--- src/logic/anp_pkg.sv ---
// anp_pkg: shared constants, register map and helpers for the
// auto-negotiation partner ability and expansion status bank.
// assumes a 32-bit Avalon-MM register port with byte addresses.

package anp_pkg;

  // ----------------------------------------------------------------
  // bus geometry
  // ----------------------------------------------------------------
  localparam int unsigned ANP_DATA_W = 32;
  localparam int unsigned ANP_BE_W = 4;
  localparam int unsigned ANP_ADDR_W = 12;
  localparam int unsigned ANP_IDX_W = 10;
  localparam int unsigned ANP_IDX_LSB = 2;

  // ----------------------------------------------------------------
  // register indices (byte address is four times the index)
  // ----------------------------------------------------------------
  localparam logic [9:0] ANP_IDX_LP_ABILITY = 10'h065;
  localparam logic [9:0] ANP_IDX_EXPANSION = 10'h066;
  localparam logic [9:0] ANP_IDX_CTRL = 10'h068;
  localparam logic [9:0] ANP_IDX_IRQ_STS = 10'h069;
  localparam logic [9:0] ANP_IDX_IRQ_MASK = 10'h06A;

  // ----------------------------------------------------------------
  // partner base page ability word layout
  // ----------------------------------------------------------------
  localparam int unsigned ANP_LCW_W = 16;
  localparam int unsigned ANP_LP_NP_BIT = 15;
  localparam int unsigned ANP_LP_ACK_BIT = 14;
  localparam int unsigned ANP_LP_RF_BIT = 13;
  localparam int unsigned ANP_LP_ASYM_BIT = 11;
  localparam int unsigned ANP_LP_PAUSE_BIT = 10;
  localparam int unsigned ANP_LP_T4_BIT = 9;
  localparam int unsigned ANP_LP_TX_FD_BIT = 8;
  localparam int unsigned ANP_LP_TX_HD_BIT = 7;
  localparam int unsigned ANP_LP_10_FD_BIT = 6;
  localparam int unsigned ANP_LP_10_HD_BIT = 5;
  localparam int unsigned ANP_SEL_W = 5;
  localparam logic [15:0] ANP_LP_ABILITY_RST = 16'h09E1;
  localparam logic [4:0] ANP_SEL_802_3 = 5'h01;
  localparam logic [4:0] ANP_SEL_802_9 = 5'h02;

  // ----------------------------------------------------------------
  // expansion, control and interrupt layouts
  // ----------------------------------------------------------------
  localparam int unsigned ANP_EXP_BASE_PAGE = 5;
  localparam int unsigned ANP_EXP_PD_FAULT = 4;
  localparam int unsigned ANP_EXP_LP_NP_ABLE = 3;
  localparam int unsigned ANP_EXP_PAGE_RCVD = 1;
  localparam int unsigned ANP_CTRL_ALT_NP_EN = 0;
  localparam int unsigned ANP_CTRL_SEL_RSVD = 8;
  localparam int unsigned ANP_CTRL_SEL_BAD = 9;
  localparam int unsigned ANP_IRQ_W = 3;
  localparam int unsigned ANP_IRQ_PAGE = 0;
  localparam int unsigned ANP_IRQ_PDF = 1;
  localparam int unsigned ANP_IRQ_SEL = 2;
  localparam logic [2:0] ANP_IRQ_MASK_RST = 3'h0;

  // any selector other than the two assigned codes is reserved
  function automatic logic anp_sel_reserved(input logic [4:0] sel);
    return !((sel == ANP_SEL_802_3) || (sel == ANP_SEL_802_9));
  endfunction : anp_sel_reserved

  // byte-lane merge of a write into an existing word
  function automatic logic [31:0] anp_be_merge(input logic [31:0] old,
                                               input logic [31:0] wd,
                                               input logic [3:0] be);
    logic [31:0] res;
    res = old;
    for (int i = 0; i < ANP_BE_W; i++) begin
      if (be[i]) begin
        res[i*8 +: 8] = wd[i*8 +: 8];
      end
    end
    return res;
  endfunction : anp_be_merge

endpackage : anp_pkg

--- src/logic/anp_partner_status.sv ---
// anp_partner_status: per-port read-only auto-negotiation partner
// ability and expansion status, with control, interrupt status and
// interrupt mask, all behind an Avalon-MM slave with waitrequest.
// assumes negotiation strobes and levels arrive on clk, no crossing.
//
// Operation
// - ability bit 15 reads whether the partner can send multiple pages.
// - bit 14 reads the partner acknowledge and bit 13 its remote fault.
// - bit 11 reads partner asymmetric pause, reset value one.
// - bit 10 reads partner symmetric pause request, reset value zero.
// - bit 9 reads partner 100BASE-T4 ability, reset value zero.
// - bits 8 to 5 read the four 100/10 duplex abilities, each reset one.
// - bits 4 to 0 hold the partner selector; non 00001 flags a mismatch.
// - selectors 00000, 11111 and other unassigned codes are reserved.
// - expansion bit 5 mirrors base_page, only while alternate mode is on.
// - expansion bit 4 reads one once a parallel detection fault occurred.
// - expansion bit 3 reads whether the partner is next page able.
// - expansion bit 1 flags a newly loaded page and clears on read.
//
// The Avalon-MM slave port was chosen for this implementation.
`timescale 1ns/1ps

module anp_partner_status import anp_pkg::*; #(
  parameter int unsigned LCW_W = ANP_LCW_W
) (
  input wire logic clk,
  input wire logic srst,
  input wire logic [ANP_ADDR_W-1:0] avs_address,
  input wire logic avs_read,
  input wire logic avs_write,
  input wire logic [ANP_DATA_W-1:0] avs_writedata,
  input wire logic [ANP_BE_W-1:0] avs_byteenable,
  output logic [ANP_DATA_W-1:0] avs_readdata,
  output logic avs_waitrequest,
  input wire logic page_valid,
  input wire logic page_is_base,
  input wire logic [LCW_W-1:0] page_word,
  input wire logic base_page_var,
  input wire logic pd_fault_evt,
  input wire logic an_restart,
  output logic irq,
  output logic lp_sel_mismatch
);

  // ----------------------------------------------------------------
  // state
  // ----------------------------------------------------------------
  typedef struct packed {
    logic waitreq;
    logic [ANP_DATA_W-1:0] rdata;
    logic rd_pr;
    logic alt_np_en;
    logic base_page;
    logic pd_fault;
    logic pg_rcvd;
    logic [ANP_IRQ_W-1:0] irq_sts;
    logic [ANP_IRQ_W-1:0] irq_mask;
    logic irq;
    logic sel_mismatch;
  } anp_bank_state_s;

  // waitrequest idles high so nothing completes before decode
  localparam anp_bank_state_s BANK_RST = '{
    waitreq: 1'b1,
    rdata: '0,
    rd_pr: 1'b0,
    alt_np_en: 1'b0,
    base_page: 1'b0,
    pd_fault: 1'b0,
    pg_rcvd: 1'b0,
    irq_sts: '0,
    irq_mask: ANP_IRQ_MASK_RST,
    irq: 1'b0,
    sel_mismatch: 1'b0
  };

  anp_bank_state_s st_ff;
  anp_bank_state_s nxt_st;

  logic [LCW_W-1:0] cap_ability;
  logic cap_sel_ok;
  logic cap_sel_rsvd;
  logic cap_base_loaded;
  logic cap_page_loaded;

  logic [ANP_IDX_W-1:0] idx;
  logic req_start;
  logic req_done;
  logic [ANP_DATA_W-1:0] rd_word;
  logic [ANP_IRQ_W-1:0] evt;
  logic [ANP_IRQ_W-1:0] w1c;
  logic [ANP_DATA_W-1:0] ctrl_word;
  logic [ANP_DATA_W-1:0] mask_word;

  // ----------------------------------------------------------------
  // base page capture
  // ----------------------------------------------------------------
  anp_lcw_capture #(
    .LCW_W(LCW_W)
  ) u_capture (
    .clk(clk),
    .srst(srst),
    .page_valid(page_valid),
    .page_is_base(page_is_base),
    .page_word(page_word),
    .an_restart(an_restart),
    .ability(cap_ability),
    .sel_ok(cap_sel_ok),
    .sel_rsvd(cap_sel_rsvd),
    .base_loaded(cap_base_loaded),
    .page_loaded(cap_page_loaded)
  );

  // ----------------------------------------------------------------
  // read decode
  // ----------------------------------------------------------------

  // ability word, upper half reserved and reading zero
  function automatic logic [31:0] ability_view(
    input logic [LCW_W-1:0] ab);
    logic [31:0] w;
    w = '0;
    w[ANP_LP_NP_BIT] = ab[ANP_LP_NP_BIT];
    w[ANP_LP_ACK_BIT] = ab[ANP_LP_ACK_BIT];
    w[ANP_LP_RF_BIT] = ab[ANP_LP_RF_BIT];
    w[ANP_LP_ASYM_BIT] = ab[ANP_LP_ASYM_BIT];
    w[ANP_LP_PAUSE_BIT] = ab[ANP_LP_PAUSE_BIT];
    w[ANP_LP_T4_BIT] = ab[ANP_LP_T4_BIT];
    w[ANP_LP_TX_FD_BIT] = ab[ANP_LP_TX_FD_BIT];
    w[ANP_LP_TX_HD_BIT] = ab[ANP_LP_TX_HD_BIT];
    w[ANP_LP_10_FD_BIT] = ab[ANP_LP_10_FD_BIT];
    w[ANP_LP_10_HD_BIT] = ab[ANP_LP_10_HD_BIT];
    w[ANP_SEL_W-1:0] = ab[ANP_SEL_W-1:0];
    return w;
  endfunction : ability_view

  // bus index from the byte address, low two bits ignored
  assign idx = avs_address[ANP_IDX_W+ANP_IDX_LSB-1:ANP_IDX_LSB];

  // control word shows the alternate enable and selector health
  always_comb begin
    ctrl_word = '0;
    ctrl_word[ANP_CTRL_ALT_NP_EN] = st_ff.alt_np_en;
    ctrl_word[ANP_CTRL_SEL_RSVD] = cap_sel_rsvd;
    ctrl_word[ANP_CTRL_SEL_BAD] = ~cap_sel_ok;
    mask_word = '0;
    mask_word[ANP_IRQ_W-1:0] = st_ff.irq_mask;
  end

  // read mux; unmapped indices read as zero
  always_comb begin
    rd_word = '0;
    unique case (idx)
      ANP_IDX_LP_ABILITY: begin
        rd_word = ability_view(cap_ability);
      end
      ANP_IDX_EXPANSION: begin
        // base page only meaningful in alternate next page mode
        rd_word[ANP_EXP_BASE_PAGE] = st_ff.base_page &
                                     st_ff.alt_np_en;
        rd_word[ANP_EXP_PD_FAULT] = st_ff.pd_fault;
        rd_word[ANP_EXP_LP_NP_ABLE] = cap_ability[ANP_LP_NP_BIT];
        rd_word[ANP_EXP_PAGE_RCVD] = st_ff.pg_rcvd;
      end
      ANP_IDX_CTRL: begin
        rd_word = ctrl_word;
      end
      ANP_IDX_IRQ_STS: begin
        rd_word[ANP_IRQ_W-1:0] = st_ff.irq_sts;
      end
      ANP_IDX_IRQ_MASK: begin
        rd_word = mask_word;
      end
      default: begin
        rd_word = '0;
      end
    endcase
  end

  // ----------------------------------------------------------------
  // bus handshake
  // ----------------------------------------------------------------

  // one wait state: start on the first edge, complete on the next
  assign req_start = (avs_read | avs_write) & st_ff.waitreq;
  assign req_done = (avs_read | avs_write) & ~st_ff.waitreq;

  // event sources for the interrupt status
  always_comb begin
    evt = '0;
    evt[ANP_IRQ_PAGE] = cap_page_loaded;
    evt[ANP_IRQ_PDF] = pd_fault_evt;
    evt[ANP_IRQ_SEL] = cap_base_loaded & ~cap_sel_ok;
  end

  // write-one-to-clear bits, taken only at the completing edge
  always_comb begin
    w1c = '0;
    if (req_done && avs_write && idx == ANP_IDX_IRQ_STS &&
        avs_byteenable[0]) begin
      w1c = avs_writedata[ANP_IRQ_W-1:0];
    end
  end

  // ----------------------------------------------------------------
  // next state
  // ----------------------------------------------------------------
  always_comb begin
    nxt_st = st_ff;

    // waitrequest drops for exactly one cycle per request
    nxt_st.waitreq = 1'b1;
    if (req_start) begin
      nxt_st.waitreq = 1'b0;
      nxt_st.rdata = avs_read ? rd_word : '0;
      // remember whether the returned word carried the page flag
      nxt_st.rd_pr = avs_read && (idx == ANP_IDX_EXPANSION) &&
                     st_ff.pg_rcvd;
    end

    // control and mask take write data here; interrupt status takes only the w1c clears above
    if (req_done && avs_write) begin
      if (idx == ANP_IDX_CTRL) begin
        ctrl_word_merge(nxt_st.alt_np_en);
      end
      if (idx == ANP_IDX_IRQ_MASK) begin
        nxt_st.irq_mask = mask_merge();
      end
    end

    // base page variable tracked every cycle
    nxt_st.base_page = base_page_var;

    // parallel detection fault stays until a restart; set wins
    if (an_restart) begin
      nxt_st.pd_fault = 1'b0;
    end
    if (pd_fault_evt) begin
      nxt_st.pd_fault = 1'b1;
    end

    // page received clears only if the read actually returned it,
    // so a page landing during the read is never swallowed
    if (req_done && avs_read && idx == ANP_IDX_EXPANSION &&
        st_ff.rd_pr) begin
      nxt_st.pg_rcvd = 1'b0;
    end
    if (an_restart) begin
      nxt_st.pg_rcvd = 1'b0;
    end
    if (cap_page_loaded) begin
      nxt_st.pg_rcvd = 1'b1;
    end

    // sticky interrupt status, new events beat the clear
    nxt_st.irq_sts = (st_ff.irq_sts & ~w1c) | evt;
    nxt_st.irq = |(nxt_st.irq_sts & nxt_st.irq_mask);

    // hint to the negotiation logic that the selector will not match
    nxt_st.sel_mismatch = ~cap_sel_ok;
  end

  // control write keeps the enable, status bits are read-only
  function automatic void ctrl_word_merge(output logic en);
    logic [31:0] m;
    m = anp_be_merge(ctrl_word, avs_writedata, avs_byteenable);
    en = m[ANP_CTRL_ALT_NP_EN];
  endfunction : ctrl_word_merge

  // mask write honours byte enables
  function automatic logic [ANP_IRQ_W-1:0] mask_merge();
    logic [31:0] m;
    m = anp_be_merge(mask_word, avs_writedata, avs_byteenable);
    return m[ANP_IRQ_W-1:0];
  endfunction : mask_merge

  // ----------------------------------------------------------------
  // timing notes
  // ----------------------------------------------------------------
  // reset: waitrequest leaves reset high,
  //   so a request raised right after
  //   release starts at the next edge.
  //
  // bus: the read word is frozen at the
  //   start edge and readdata stands
  //   through the wait state.
  //   one wait state per access; a request
  //   held past completion starts again one
  //   edge later as a second access.
  //   writes land at the completing edge
  //   only, so each is applied once.
  //
  // clear on read: the page flag clears
  //   only if the returned word carried it;
  //   a page landing between start and
  //   completion stays flagged.
  //   one extra flop buys no lost pages.
  //
  // interrupts: status bits are sticky and
  //   an event wins over a same-cycle clear.
  //   only byte lane 0 carries clear bits.
  //   irq uses the next status and mask, so
  //   unmasking a pending bit raises irq at
  //   the edge that completes the write.
  //
  // selector health: the mismatch output
  //   and the bad selector event trail a
  //   base page by two edges.
  //   a restart marks the selector healthy.
  //
  // byte enables: control and mask writes
  //   merge lane by lane; read-only control
  //   bits never take write data.
  //
  // expansion bit 5 is gated on read
  //   only; its flop tracks every cycle.
  //
  // limitations: negotiation inputs must
  //   already be on clk; none is resynced.
  //   only the latest base page is held;
  //   next page words are flagged, not kept.
  //   the parallel detection fault holds
  //   until restart or reset, not on read.
  //   writes to ability, expansion or unmapped
  //   space are answered but change nothing.

  // ----------------------------------------------------------------
  // registers
  // ----------------------------------------------------------------
  always_ff @(posedge clk) begin
    if (srst) begin
      st_ff <= BANK_RST;
    end else begin
      st_ff <= nxt_st;
    end
  end

  // outputs straight from the state flops
  assign avs_readdata = st_ff.rdata;
  assign avs_waitrequest = st_ff.waitreq;
  assign irq = st_ff.irq;
  assign lp_sel_mismatch = st_ff.sel_mismatch;

endmodule : anp_partner_status

--- src/logic/anp_lcw_capture.sv ---
// anp_lcw_capture: holds the last base page link code word received
// from the link partner and classifies its selector.
// assumes page strobes come from negotiation logic on the same clock.
`timescale 1ns/1ps

module anp_lcw_capture import anp_pkg::*; #(
  parameter int unsigned LCW_W = ANP_LCW_W
) (
  input wire logic clk,
  input wire logic srst,
  input wire logic page_valid,
  input wire logic page_is_base,
  input wire logic [LCW_W-1:0] page_word,
  input wire logic an_restart,
  output logic [LCW_W-1:0] ability,
  output logic sel_ok,
  output logic sel_rsvd,
  output logic base_loaded,
  output logic page_loaded
);

  // ----------------------------------------------------------------
  // state
  // ----------------------------------------------------------------
  typedef struct packed {
    logic [LCW_W-1:0] ability;
    logic sel_ok;
    logic sel_rsvd;
    logic base_loaded;
    logic page_loaded;
  } anp_cap_state_s;

  localparam anp_cap_state_s CAP_RST = '{
    ability: LCW_W'(ANP_LP_ABILITY_RST),
    sel_ok: 1'b1,
    sel_rsvd: 1'b0,
    base_loaded: 1'b0,
    page_loaded: 1'b0
  };

  anp_cap_state_s st_ff;
  anp_cap_state_s nxt_st;
  logic [ANP_SEL_W-1:0] sel;

  assign sel = page_word[ANP_SEL_W-1:0];

  // next pages only raise the loaded strobe, base pages refresh fields
  always_comb begin
    nxt_st = st_ff;
    nxt_st.base_loaded = 1'b0;
    nxt_st.page_loaded = page_valid;
    if (an_restart) begin
      nxt_st.ability = CAP_RST.ability;
      nxt_st.sel_ok = 1'b1;
      nxt_st.sel_rsvd = 1'b0;
    end
    if (page_valid && page_is_base) begin
      nxt_st.ability = page_word;
      nxt_st.sel_ok = (sel == ANP_SEL_802_3);
      nxt_st.sel_rsvd = anp_sel_reserved(sel);
      nxt_st.base_loaded = 1'b1;
    end
  end

  always_ff @(posedge clk) begin
    if (srst) begin
      st_ff <= CAP_RST;
    end else begin
      st_ff <= nxt_st;
    end
  end

  assign ability = st_ff.ability;
  assign sel_ok = st_ff.sel_ok;
  assign sel_rsvd = st_ff.sel_rsvd;
  assign base_loaded = st_ff.base_loaded;
  assign page_loaded = st_ff.page_loaded;

endmodule : anp_lcw_capture

--- config.mk ---
export PLATFORM = sky130hd
export DESIGN_NAME = anp_partner_status
export DESIGN_NICKNAME = d
export VERILOG_FILES = /design/src/logic/anp_pkg.sv /design/src/logic/anp_partner_status.sv /design/src/logic/anp_lcw_capture.sv
export SDC_FILE = /design/constraint.sdc
export NUM_CORES = 1
export LEC_CHECK = 0
export ABC_AREA = 1
export BUFFER_PORTS_ARGS = -buffer_cell sky130_fd_sc_hd__buf_2
export CORE_MARGIN = 1.5
export CORE_UTILIZATION = 40
export CTS_BUF_LIST = sky130_fd_sc_hd__clkbuf_4 sky130_fd_sc_hd__clkbuf_8
export DETAILED_ROUTE_END_ITERATION = 8
export GPL_TIMING_DRIVEN = 0
export HOLD_SLACK_MARGIN = 0.05
export PLACE_DENSITY = 0.7
export SYNTH_ARGS = -nofsm -noshare
export SYNTH_HDL_FRONTEND = slang
export SYNTH_SLANG_ARGS = --single-unit
export TNS_END_PERCENT = 10
--- constraint.sdc ---
create_clock -name clk -period 1.2 [get_ports clk]
set_input_delay 0.24 -clock clk [delete_from_list [all_inputs] [get_ports clk]]
set_output_delay 0.24 -clock clk [all_outputs]
set_load 0.02 [all_outputs]
==> summary.md, run 1 <==
| Metric | Value |
|---|---|
| Synth unique cells | 34 |
| DRC Markers | 0 |
| GRT overflow | 0 |
| Failing checks | setup timing |
| Clock tree sinks | 48 |
| Peak supply drop | roughly 520 uV |
| TritonCTS clock tree | yes |
| Mapped Area | between 2000 and 2500 sq um |
| Worst Tran Pin Value | between 0.5 and 0.6 ns |
| Pre-Repair DR Iteration Count | 4 |
| Vias in the first global route | 1,791 |
| R2r setup slk | -0.009 ns |
| # diodes | 0 |
| PortBufs | 55 |
| Worst Hold Class | input port to flop |
| CP startpoint kind | flop |
| Cells after Synth | 303 |
| Reg-to-Reg End | irq |
| Nature of the critical path endpoint | flop |
| Final setup fails | 1 |
| RSZ-0062 raised after global routing | true |
| Synth Area per Inst | approximately 7.6 sq um |
| RD Place Congestion | 0.784 |
| Relative slew margins | 0.609 |
| Fin. max-slew vios | 0 |
| Critical Path RT | 1.44 ns |
| Routed wire per std cell | 11.1 microns |
| Final net count | 460 |
| Chip height | between 70 and 80 microns |
| Initial Utilization | 0.416 |
| Part of the Yosys area used for sequential elements | 0.417 |
| DR vias/cell | ~4.5 |
| R2R depth | 9 |
| Final min period | between 1 and 1.5 ns |
| Die X | between 70 and 80 microns |
| Post-CTS Hold Buffers | 0 |
| WHS Path Cells | 3 |
| Largest net degree at the start of global routing | 14 |
| Setup CP Type | flop to flop |
| Final Hold Fails | 0 |
| Crit path DAT | roughly 1.5 ns |
| WHS Endpoint | u_capture.ability[13] |
| First-pass GRT wire length | 8160 microns |
| Initial antenna violation count | 0 |
| IO Pins | 108 |
| RR Startpoint | avs_waitrequest |
| Clock Skew | around 0.005 ns |
| Synth warn | 0 |
| Clock Tree Buf Depth | 2 |
| Clock latency on the worst-skew pair | 0.29 ns |
| Yosys reg bits | between 40 and 50 |
| Initial DRC count | roughly 150 |
| Worst hold slack | around 0.15 ns |
| HPWL Detailed | approximately 3800 microns |
| Final WS setup | -0.00876 ns |
| Worst Hold Launch | page_word[13] |
| Antenna-violating nets left | 0 |
| Max_cap viols | 0 |
| Synthesis-to-finish area growth | 26.1% |
| Wirelength, routed | about 5100 microns |
| Number of fill cells | 562 |
| Die ar. | 6220 sq um |
| P_leak | 1.39 nW |
| Max Clk Rate | roughly 0.83 GHz |
| Final worst-path cycle share | 1.01 |
| Final core utilization | 0.524 |
| Tot GR Track Use | 0.167 |
| Worst-path fanout max | 7 |
| Std cell rows | 27 |
| CTS root buffer | clkbuf_8 |
| Share of cells above drive strength 1 | 0.354 |
| CTS H-tree lvls | 2 |
| CTS clk-pin slew, worst paths | approximately 0.080 ns |
| Power density over the cells | approximately 1000 nW/um^2 |
| Status | finished with violations |
| Via count | 2,062 |
| Core Box Area | 5540 sq um |
| CTS Buf Count | 5 |
cells in the final DEF, fill, tap and decap left out, drive strengths merged, types with 2 or more instances in the layout:
cell,count
a21oi,17
a31oi,2
a32o,2
buf,94
clkbuf,10
clkinv,2
clkinvlp,2
conb,17
dfxtp,48
inv,32
nand2,74
nand3,24
nand4,5
nor2,31
nor3,2
o21ai,15
o22ai,5
synthesized netlist by cell type:
master     n  share of area
clkbuf_1   4         0.0065
nand3_2    2         0.0087
inv_1     29          0.047
nor2_8     1         0.0087
nor2_4     7          0.034
a32o_1     2         0.0087
nor2_2     7          0.019
a32oi_1    1         0.0038
o211ai_1   1         0.0033
nor2_1    16          0.026
a21oi_2    1         0.0038
nand4_1    5          0.014
clkinv_2   1         0.0022
a22oi_1    1         0.0033
nand2_1   70           0.11
buf_4     32           0.10
clkinv_1   1         0.0016
o31ai_1    1         0.0033
a21oi_1   16          0.035
nand3_1   22          0.048
inv_2      3         0.0049
a211oi_1   1         0.0033
a31oi_1    2         0.0054
nand2_4    1         0.0049
nand2_2    3         0.0082
o22ai_1    5          0.014
o21ai_0   13          0.028
conb_1     1         0.0016
buf_6      1         0.0049
buf_2      1         0.0022
dfxtp_1   48           0.42
o21ai_1    1         0.0022
o21ai_2    1         0.0038
nor3_1     2         0.0043
how the worst max path moves through the flow:
stage / endpoint / depth (start not counted) / from
6_report: irq / 9 / avs_waitrequest
3_5_place_dp: u_capture.ability[5] / 7 / page_valid
3_3_place_gp: u_capture.ability[5] / 7 / page_valid
4_1_cts: irq / 9 / avs_waitrequest
2_1_floorplan: avs_readdata[1] / 7 / avs_waitrequest
5_1_grt: irq / 9 / avs_waitrequest
per-layer routing:
| metal | part of all wire | vias up | routed length (microns) | GRT usage |
|---|---|---|---|---|
| li1 | - | 1091 | - | - |
| met1 | 0.49 | 913 | 2500 | 0.243 |
| met2 | 0.45 | 53 | 2280 | 0.255 |
| met3 | 0.050 | 5 | 255 | 0.0253 |
| met4 | 0.011 | 0 | 54 | 0.0474 |
| met5 | 0 | - | 0 | 0 |
layout make-up:
class,instances,area (sq um),share of cell area
Multi-Input combinational cell,199,1040,0.359
Sequential cell,48,965,0.332
Timing Repair Buffer,60,313,0.108
Buffer,38,272,0.0935
Inverter,34,135,0.0466
Tap cell,72,90.1,0.0310
Clock buffer,6,76.3,0.0263
Clock inverter,1,5.00,0.00172
Timing Repair inverter,1,5.00,0.00172
registers in the layout (all words and copies together), names as in the netlist:
register,count
avs_readdata,15
u_capture.ability,15
st_ff,7
mask_word,3
avs_waitrequest,1
ctrl_word,1
irq,1
lp_sel_mismatch,1
u_capture.base_loaded,1
u_capture.page_loaded,1
u_capture.sel_ok,1
u_capture.sel_rsvd,1
per-stage QoR:
stage | TNS (ns) | setup WS [ns] | instances | total power [W] | instance area, sq um
5_1_grt | -0.459 | -0.110 | 459 | 0.00311 | 2900
3_3_place_gp | -4.42 | -0.268 | 446 | 0.00207 | 2730
2_1_floorplan | 0 | 0.0225 | 319 | 0.00194 | 2360
4_1_cts | -0.0285 | -0.0285 | 455 | 0.00296 | 2850
6_report | -0.00876 | -0.00876 | 459 | 0.00298 | 2900
3_5_place_dp | -4.86 | -0.288 | 446 | 0.00207 | 2730
report_power, final:
part | internal [W] | switching, W | leakage (nW)
Sequential | 0.00163 | 0.0000205 | 0.391
Combinational | 0.000154 | 0.000259 | 0.955
Clock | 0.000419 | 0.000497 | 0.0445
critical path: stages (launching register included):
cell,delay [ns]
dfxtp_4,0.37
inv_2,0.06
nand2_2,0.06
nor2_4,0.18
nand3_2,0.13
nand2_1,0.08
nand2_1,0.05
nor2_2,0.10
nand2_1,0.06
nand3_1,0.07
repair_timing:
item,CTS,global route
resized for setup,6,10
setup buffers,2,2
endpoints found under the setup margin,9,28
gates cloned,0,2
pin swaps,5,9
hold endpoints to repair,0,0
kinds of logic (layout without fill, tap and decap cells):
logic type	Yosys count	after routing	share of synthesized area
other cells	1	17	0.00163
simple gates	136	136	0.290
compound gates	46	46	0.117
flops	48	48	0.417
buf+inv	72	140	0.174
No activity file was read; power rests on OpenSTA's default activity.
==> run 2: changes to the inputs <==
==> constraint.sdc (replaced) <==
create_clock -name clk -period 1.2 [get_ports clk]
set_input_delay 0.06 -clock clk [delete_from_list [all_inputs] [get_ports clk]]
set_output_delay 0.06 -clock clk [all_outputs]
set_load 0.02 [all_outputs]
==> run 2 against run 1 <==
- the flow still finishes with violations (setup timing)
- cell count is 2.6% higher
- cell area up 4.4%
- first-iteration DRC count fell by 13%
- worst setup slack gained 0.0071 ns
- hold slack lost 0.10 ns
- clock skew is essentially flat
- clock power fell by 1%
- core utilization grew 2.3 points
- clock-buffer cell count did not move
- via count rose by 2.6%
- sequential power about the same
==> summary.md, run 2 (synthesis gave the netlist of run 1 again) <==
| Metric | Value |
|---|---|
| Status | finished with violations (unchanged) |
| Failing checks | setup timing (unchanged) |
| RSZ-0062 raised after global routing | true (unchanged) |
| Tot GR Track Use | 0.173 (was 0.167) |
| Worst hold slack | 0.0525 ns (was 0.153 ns) |
| Largest net degree at the start of global routing | 14 (unchanged) |
| P_leak | 1.44 nW (was 1.39 nW) |
| Nature of the critical path endpoint | flop (unchanged) |
| WHS Path Cells | 3 (unchanged) |
| Worst Hold Class | input port to flop (unchanged) |
| Top delay family on crit path | simple AND/OR/NAND/NOR gates (unchanged) |
| PortBufs | 55 (unchanged) |
| Routed wire per std cell | 11.1 microns (about the same) |
| Reg-to-Reg End | irq (unchanged) |
| IO Pins | 108 (unchanged) |
| Clock Skew | 0.00457 ns (was 0.00496 ns) |
| Via count | 2,116 (was 2,062) |
| Chip height | 78.9 microns (unchanged) |
| Final net count | 472 (was 460) |
| Clock latency on the worst-skew pair | 0.29 ns (about the same) |
| Placed cells | 446 (unchanged) |
| Worst Hold Launch | avs_writedata[2] (was page_word[13]) |
| CP startpoint kind | flop (unchanged) |
| GRT overflow | 0 (unchanged) |
| Peak supply drop | 545 uV (was 524 uV) |
| CTS Buf Count | 5 (unchanged) |
| Most common cell after layout, fill and taps aside | nand2_1 (unchanged) |
| Final Hold Fails | 0 (unchanged) |
| DRC Markers | 0 (unchanged) |
| CP cell instances | inv_2 > nand2_2 > nor2_4 > nand3_2 > nor2_1 > nor2_2 > nand2_1 > nand3_1 (was inv_2 > nand2_2 > nor2_4 > nand3_2 > nand2_1 > nand2_1 > nor2_2 > nand2_1 > nand3_1) |
| R2R depth | 8 (was 9) |
| Clock Tree Buf Depth | 2 (unchanged) |
| Worst path bufs/invs | 1 (unchanged) |
| CTS H-tree lvls | 2 (unchanged) |
| Crit path DAT | 1.38 ns (was 1.45 ns) |
| Post-route non-filler standard cell count | 471 (was 459) |
| RD Place Congestion | 0.784 (unchanged) |
| DR vias/cell | 4.49 (about the same) |
| Die ar. | 6220 sq um (unchanged) |
| CTS root buffer | clkbuf_8 (unchanged) |
| Number of fill cells | 555 (was 562) |
| # diodes | 0 (unchanged) |
| Placed Area | 2730 sq um (unchanged) |
| Final WS setup | -0.00170 ns (was -0.00876 ns) |
| CTS clk-pin slew, worst paths | 0.08 ns (about the same) |
| Worst-path fanout max | 7 (unchanged) |
| Slowest CP cell | dfxtp_4 (unchanged) |
| Initial antenna violation count | 0 (unchanged) |
| Wirelength, routed | 5210 microns (was 5090 microns) |
| Synthesis-to-finish area growth | 31.6% (was 26.1%) |
| Antenna-violating nets left | 0 (unchanged) |
| Final worst-path cycle share | 1.00 (was 1.01) |
| First-pass GRT wire length | 8460 microns (was 8160 microns) |
| Setup CP Type | flop to flop (unchanged) |
| WHS Endpoint | mask_word[2] (was u_capture.ability[13]) |
| Vias in the first global route | 1,873 (was 1,791) |
| Final core utilization | 0.547 (was 0.524) |
| TritonCTS clock tree | yes (unchanged) |
| RR Startpoint | avs_waitrequest (unchanged) |
| Max Clk Rate | 0.832 GHz (was 0.827 GHz) |
| Relative slew margins | 0.611 (was 0.609) |
| Final min period | 1.20 ns (was 1.21 ns) |
| Final TNS setup | -0.00170 ns (was -0.00876 ns) |
| Critical Path RT | 1.38 ns (was 1.44 ns) |
| Pre-Repair DR Iteration Count | 5 (was 4) |
| Delay of the slowest cell on the worst path | 0.37 ns (about the same) |
| Power density over the cells | 989 nW/um^2 (was 1030 nW/um^2) |
| Core Box Area | 5540 sq um (unchanged) |
| Initial DRC count | 130 (was 149) |
| Die X | 78.9 microns (unchanged) |
| Fin. max-slew vios | 0 (unchanged) |
| Std cell rows | 27 (unchanged) |
| R2r setup slk | -0.002 ns (was -0.009 ns) |
| Clock tree sinks | 48 (unchanged) |
| Final setup fails | 1 (unchanged) |
| Max_cap viols | 0 (unchanged) |
| Share of cells above drive strength 1 | 0.333 (was 0.354) |
| HPWL Detailed | 3840 microns (unchanged) |
| Post-Layout Inst Area | 3030 sq um (was 2900 sq um) |
| Worst Tran Pin Value | 0.584 ns (was 0.586 ns) |
| Initial Utilization | 0.416 (unchanged) |
| Commonest non-fill, non-tap cells in the layout | 69 x nand2_1, 56 x buf_2, 47 x dfxtp_1, 35 x buf_4, 28 x inv_1 (was 69 x nand2_1, 56 x buf_2, 47 x dfxtp_1, 37 x buf_4, 28 x inv_1) |
[run 2: final cells by class]
class,count,area [sq um],share of cell area
Clock inverter,1,5.00,0.00165
Clock buffer,6,76.3,0.0252
Multi-Input combinational cell,199,1040,0.344
Buffer,38,272,0.0896
Inverter,34,131,0.0434
Tap cell,72,90.1,0.0297
Sequential cell,48,965,0.318
Timing Repair Buffer,73,448,0.148
[run 2: worst max path at each step]
stage / start / endpoint / slack (ns) / cells past startpoint
CTS: avs_waitrequest / irq / -0.03 / 9
finish: avs_waitrequest / irq / -0.002 / 8
global route: avs_waitrequest / irq / -0.11 / 9
global placement: page_valid / u_capture.ability[5] / -0.09 / 7
floorplan: avs_waitrequest / avs_readdata[1] / 0.02 / 7
detailed placement: page_valid / u_capture.ability[5] / -0.11 / 7
[run 2: power breakdown]
| group | internal (W) | switching [W] |
|---|---|---|
| Combinational | 0.000180 | 0.000261 |
| Clock | 0.000419 | 0.000484 |
| Sequential | 0.00163 | 0.0000205 |
| Total | 0.00223 | 0.000765 |
[run 2: timing repair]
action / in CTS / in global routing
setup buffers: 2 / 0
pin swaps: 5 / 8
gates resized for setup: 6 / 9
gates cloned: 0 / 1
endpoints found under the setup margin: 9 / 17
hold buffers: 15 / 0
endpoints found under the hold margin: 15 / 0
[run 2: worst reg2reg max path, stage by stage (launching register included)]
cell and delay (ns):
dfxtp_4 0.37, inv_2 0.06, nand2_2 0.06, nor2_4 0.18, nand3_2 0.10, nor2_1 0.15
nor2_2 0.06, nand2_1 0.05, nand3_1 0.07
[run 2: layer usage]
layer	vias up	share of wire	global-route usage
met3	5	0.048	0.0253
li1	1120	-	-
met1	934	0.48	0.246
met2	57	0.46	0.272
met4	0	0.010	0.0474
met5	-	0	0
[run 2: through the flow]
stage               worst slack (ns)  total power (W)
global route                  -0.110          0.00314
detailed placement            -0.108          0.00207
CTS                          -0.0285          0.00300
floorplan                     0.0225          0.00194
global placement             -0.0881          0.00207
finish                      -0.00170          0.00300
==> run 3: changes to the inputs <==
- CORE_ASPECT_RATIO: not set -> 1.2
==> run 3 against run 2 <==
- the flow still finishes with violations (setup timing)
- clock skew up 0.00073 ns
- combinational power down 0.9%
- clock-buffer cell count up 2
- hold slack better by 0.0047 ns
- total power up 3.3%
- worst setup slack worse by 0.0031 ns
- cell area up 0.37%
- largest power group unchanged
==> summary.md, run 3 (synthesis gave the netlist of run 1 again) <==
| Metric | Value |
|---|---|
| Via count | 2,122 (was 2,116) |
| GRT overflow | 0 (unchanged) |
| CP cell instances | inv_2 > nand2_2 > nor2_4 > nand3_2 > nand2_2 > inv_2 > nor2_2 > nand2_1 > nand3_1 (was inv_2 > nand2_2 > nor2_4 > nand3_2 > nor2_1 > nor2_2 > nand2_1 > nand3_1) |
| Clock Tree Buf Depth | 2 (unchanged) |
| Final WS setup | -0.00482 ns (was -0.00170 ns) |
| Placed Area | 2720 sq um (was 2730 sq um) |
| CTS H-tree lvls | 2 (unchanged) |
| Final min period | 1.20 ns (about the same) |
| Pre-CTS setup slack | -0.115 ns (was -0.108 ns) |
| PortBufs | 55 (unchanged) |
| Worst Tran Pin Value | 0.567 ns (was 0.584 ns) |
| Clock Skew | 0.00530 ns (was 0.00457 ns) |
| Worst-path fanout max | 7 (unchanged) |
| RSZ-0062 raised after global routing | true (unchanged) |
| Peak supply drop | 710 uV (was 545 uV) |
| Critical Path RT | 1.44 ns (was 1.38 ns) |
| Max_cap viols | 0 (unchanged) |
| Commonest non-fill, non-tap cells in the layout | 68 x nand2_1, 56 x buf_2, 47 x dfxtp_1, 32 x buf_4, 27 x inv_1 (was 69 x nand2_1, 56 x buf_2, 47 x dfxtp_1, 35 x buf_4, 28 x inv_1) |
| Worst Hold Class | input port to flop (unchanged) |
| Slowest CP cell | dfxtp_4 (unchanged) |
| Wirelength, routed | 5180 microns (was 5210 microns) |
| Power density over the cells | 1020 nW/um^2 (was 989 nW/um^2) |
| Share of cells above drive strength 1 | 0.330 (was 0.333) |
| Final core utilization | 0.544 (was 0.547) |
| Die ar. | 6220 sq um (about the same) |
| RD Place Congestion | 0.775 (was 0.784) |
| CTS Buf Count | 5 (unchanged) |
| Core Box Area | 5590 sq um (was 5540 sq um) |
| Final Hold Fails | 0 (unchanged) |
| Pre-Repair DR Iteration Count | 4 (was 5) |
| Initial Utilization | 0.412 (was 0.416) |
| IO Pins | 108 (unchanged) |
| DR vias/cell | 4.57 (was 4.49) |
| CTS root buffer | clkbuf_8 (unchanged) |
| CTS clk-pin slew, worst paths | 0.08 ns (about the same) |
| Most common cell after layout, fill and taps aside | nand2_1 (unchanged) |
| Nature of the critical path endpoint | flop (unchanged) |
| R2R depth | 9 (was 8) |
| Tot GR Track Use | 0.177 (was 0.173) |
| Vias in the first global route | 1,944 (was 1,873) |
| Post-Layout Inst Area | 3040 sq um (was 3030 sq um) |
| Std cell rows | 30 (was 27) |
| Die X | 72.3 microns (was 78.9 microns) |
| Clock latency on the worst-skew pair | 0.30 ns (was 0.29 ns) |
| Antenna-violating nets left | 0 (unchanged) |
| Final setup fails | 1 (unchanged) |
| Synthesis-to-finish area growth | 32.1% (was 31.6%) |
| P_leak | 1.45 nW (was 1.44 nW) |
| First-pass GRT wire length | 8560 microns (was 8460 microns) |
| Failing checks | setup timing (unchanged) |
| CP startpoint kind | flop (unchanged) |
| Placed cells | 438 (was 446) |
| Initial antenna violation count | 0 (unchanged) |
| WHS Path Cells | 3 (unchanged) |
| Worst hold slack | 0.0572 ns (was 0.0525 ns) |
| Status | finished with violations (unchanged) |
| Final worst-path cycle share | 1.00 (about the same) |
| Setup CP Type | flop to flop (unchanged) |
| Clock tree sinks | 48 (unchanged) |
| Fin. max-slew vios | 0 (unchanged) |
| TritonCTS clock tree | yes (unchanged) |
| Routed wire per std cell | 11.2 microns (was 11.1 microns) |
| Chip height | 86.1 microns (was 78.9 microns) |
| # diodes | 0 (unchanged) |
| Initial DRC count | 119 (was 130) |
| Largest net degree at the start of global routing | 14 (unchanged) |
| DRC Markers | 0 (unchanged) |
| Relative slew margins | 0.622 (was 0.611) |
| Post-route non-filler standard cell count | 464 (was 471) |
| Max Clk Rate | 0.830 GHz (was 0.832 GHz) |
| Delay of the slowest cell on the worst path | 0.37 ns (about the same) |
| Crit path DAT | 1.45 ns (was 1.38 ns) |
| HPWL Detailed | 3930 microns (was 3840 microns) |
| Final net count | 472 (unchanged) |
==> run 3: worst max-delay path: cells and delay by family (launching register included) <==
kind | cells | cell delay (ns)
AND/OR/NAND/NOR | 7 | 0.69
buffers and inverters | 2 | 0.09
flip-flops | 1 | 0.37
==> run 3: power breakdown <==
group          leakage, nW  switching [W]  internal, W  total (W)
logic                 1.01       0.000255     0.000182   0.000437
clock network       0.0523       0.000491     0.000515    0.00101
registers            0.391      0.0000204      0.00163    0.00165
==> run 3: final timing paths <==
path	from	slack [ns]	end
max	avs_waitrequest	-0.005	irq
min	pd_fault_evt	0.06	st_ff[6]
max reg2reg	avs_waitrequest	-0.005	irq
min reg2reg	u_capture.sel_ok	0.43	lp_sel_mismatch
==> run 3: timing repair <==
item                       4_1_cts  5_1_grt
hold buffers                    18        0
pin swaps                        8        7
setup endpoints to repair        9       11
hold endpoints to repair        18        0
gates resized for setup          5        9
cloned                           0        0
buffers inserted                 0        0
==> run 3: routing by layer <==
metal / vias up / GRT usage / wire [microns]
met3: 6 / 0.0376 / 347
met4: 0 / 0.0583 / 72
met2: 75 / 0.321 / 2610
met5: - / 0 / 0
met1: 924 / 0.204 / 2150
li1: 1117 / - / -
==> run 3: final cells by class <==
cell class	count	area [sq um]
plain buffers	38	272
clock buffers	8	97.6
fillers	533	2550
inverters	34	131
multi-input cells	199	1040
flip-flops and latches	48	965
well taps	64	80.1
repair buffers	73	455
==> run 3: per-stage QoR <==
stage / power [W] / TNS, ns
CTS: 0.00313 / -0.00864
detailed placement: 0.00207 / -0.839
global route: 0.00324 / -0.306
finish: 0.00309 / -0.00482
global placement: 0.00207 / -0.475
floorplan: 0.00194 / 0
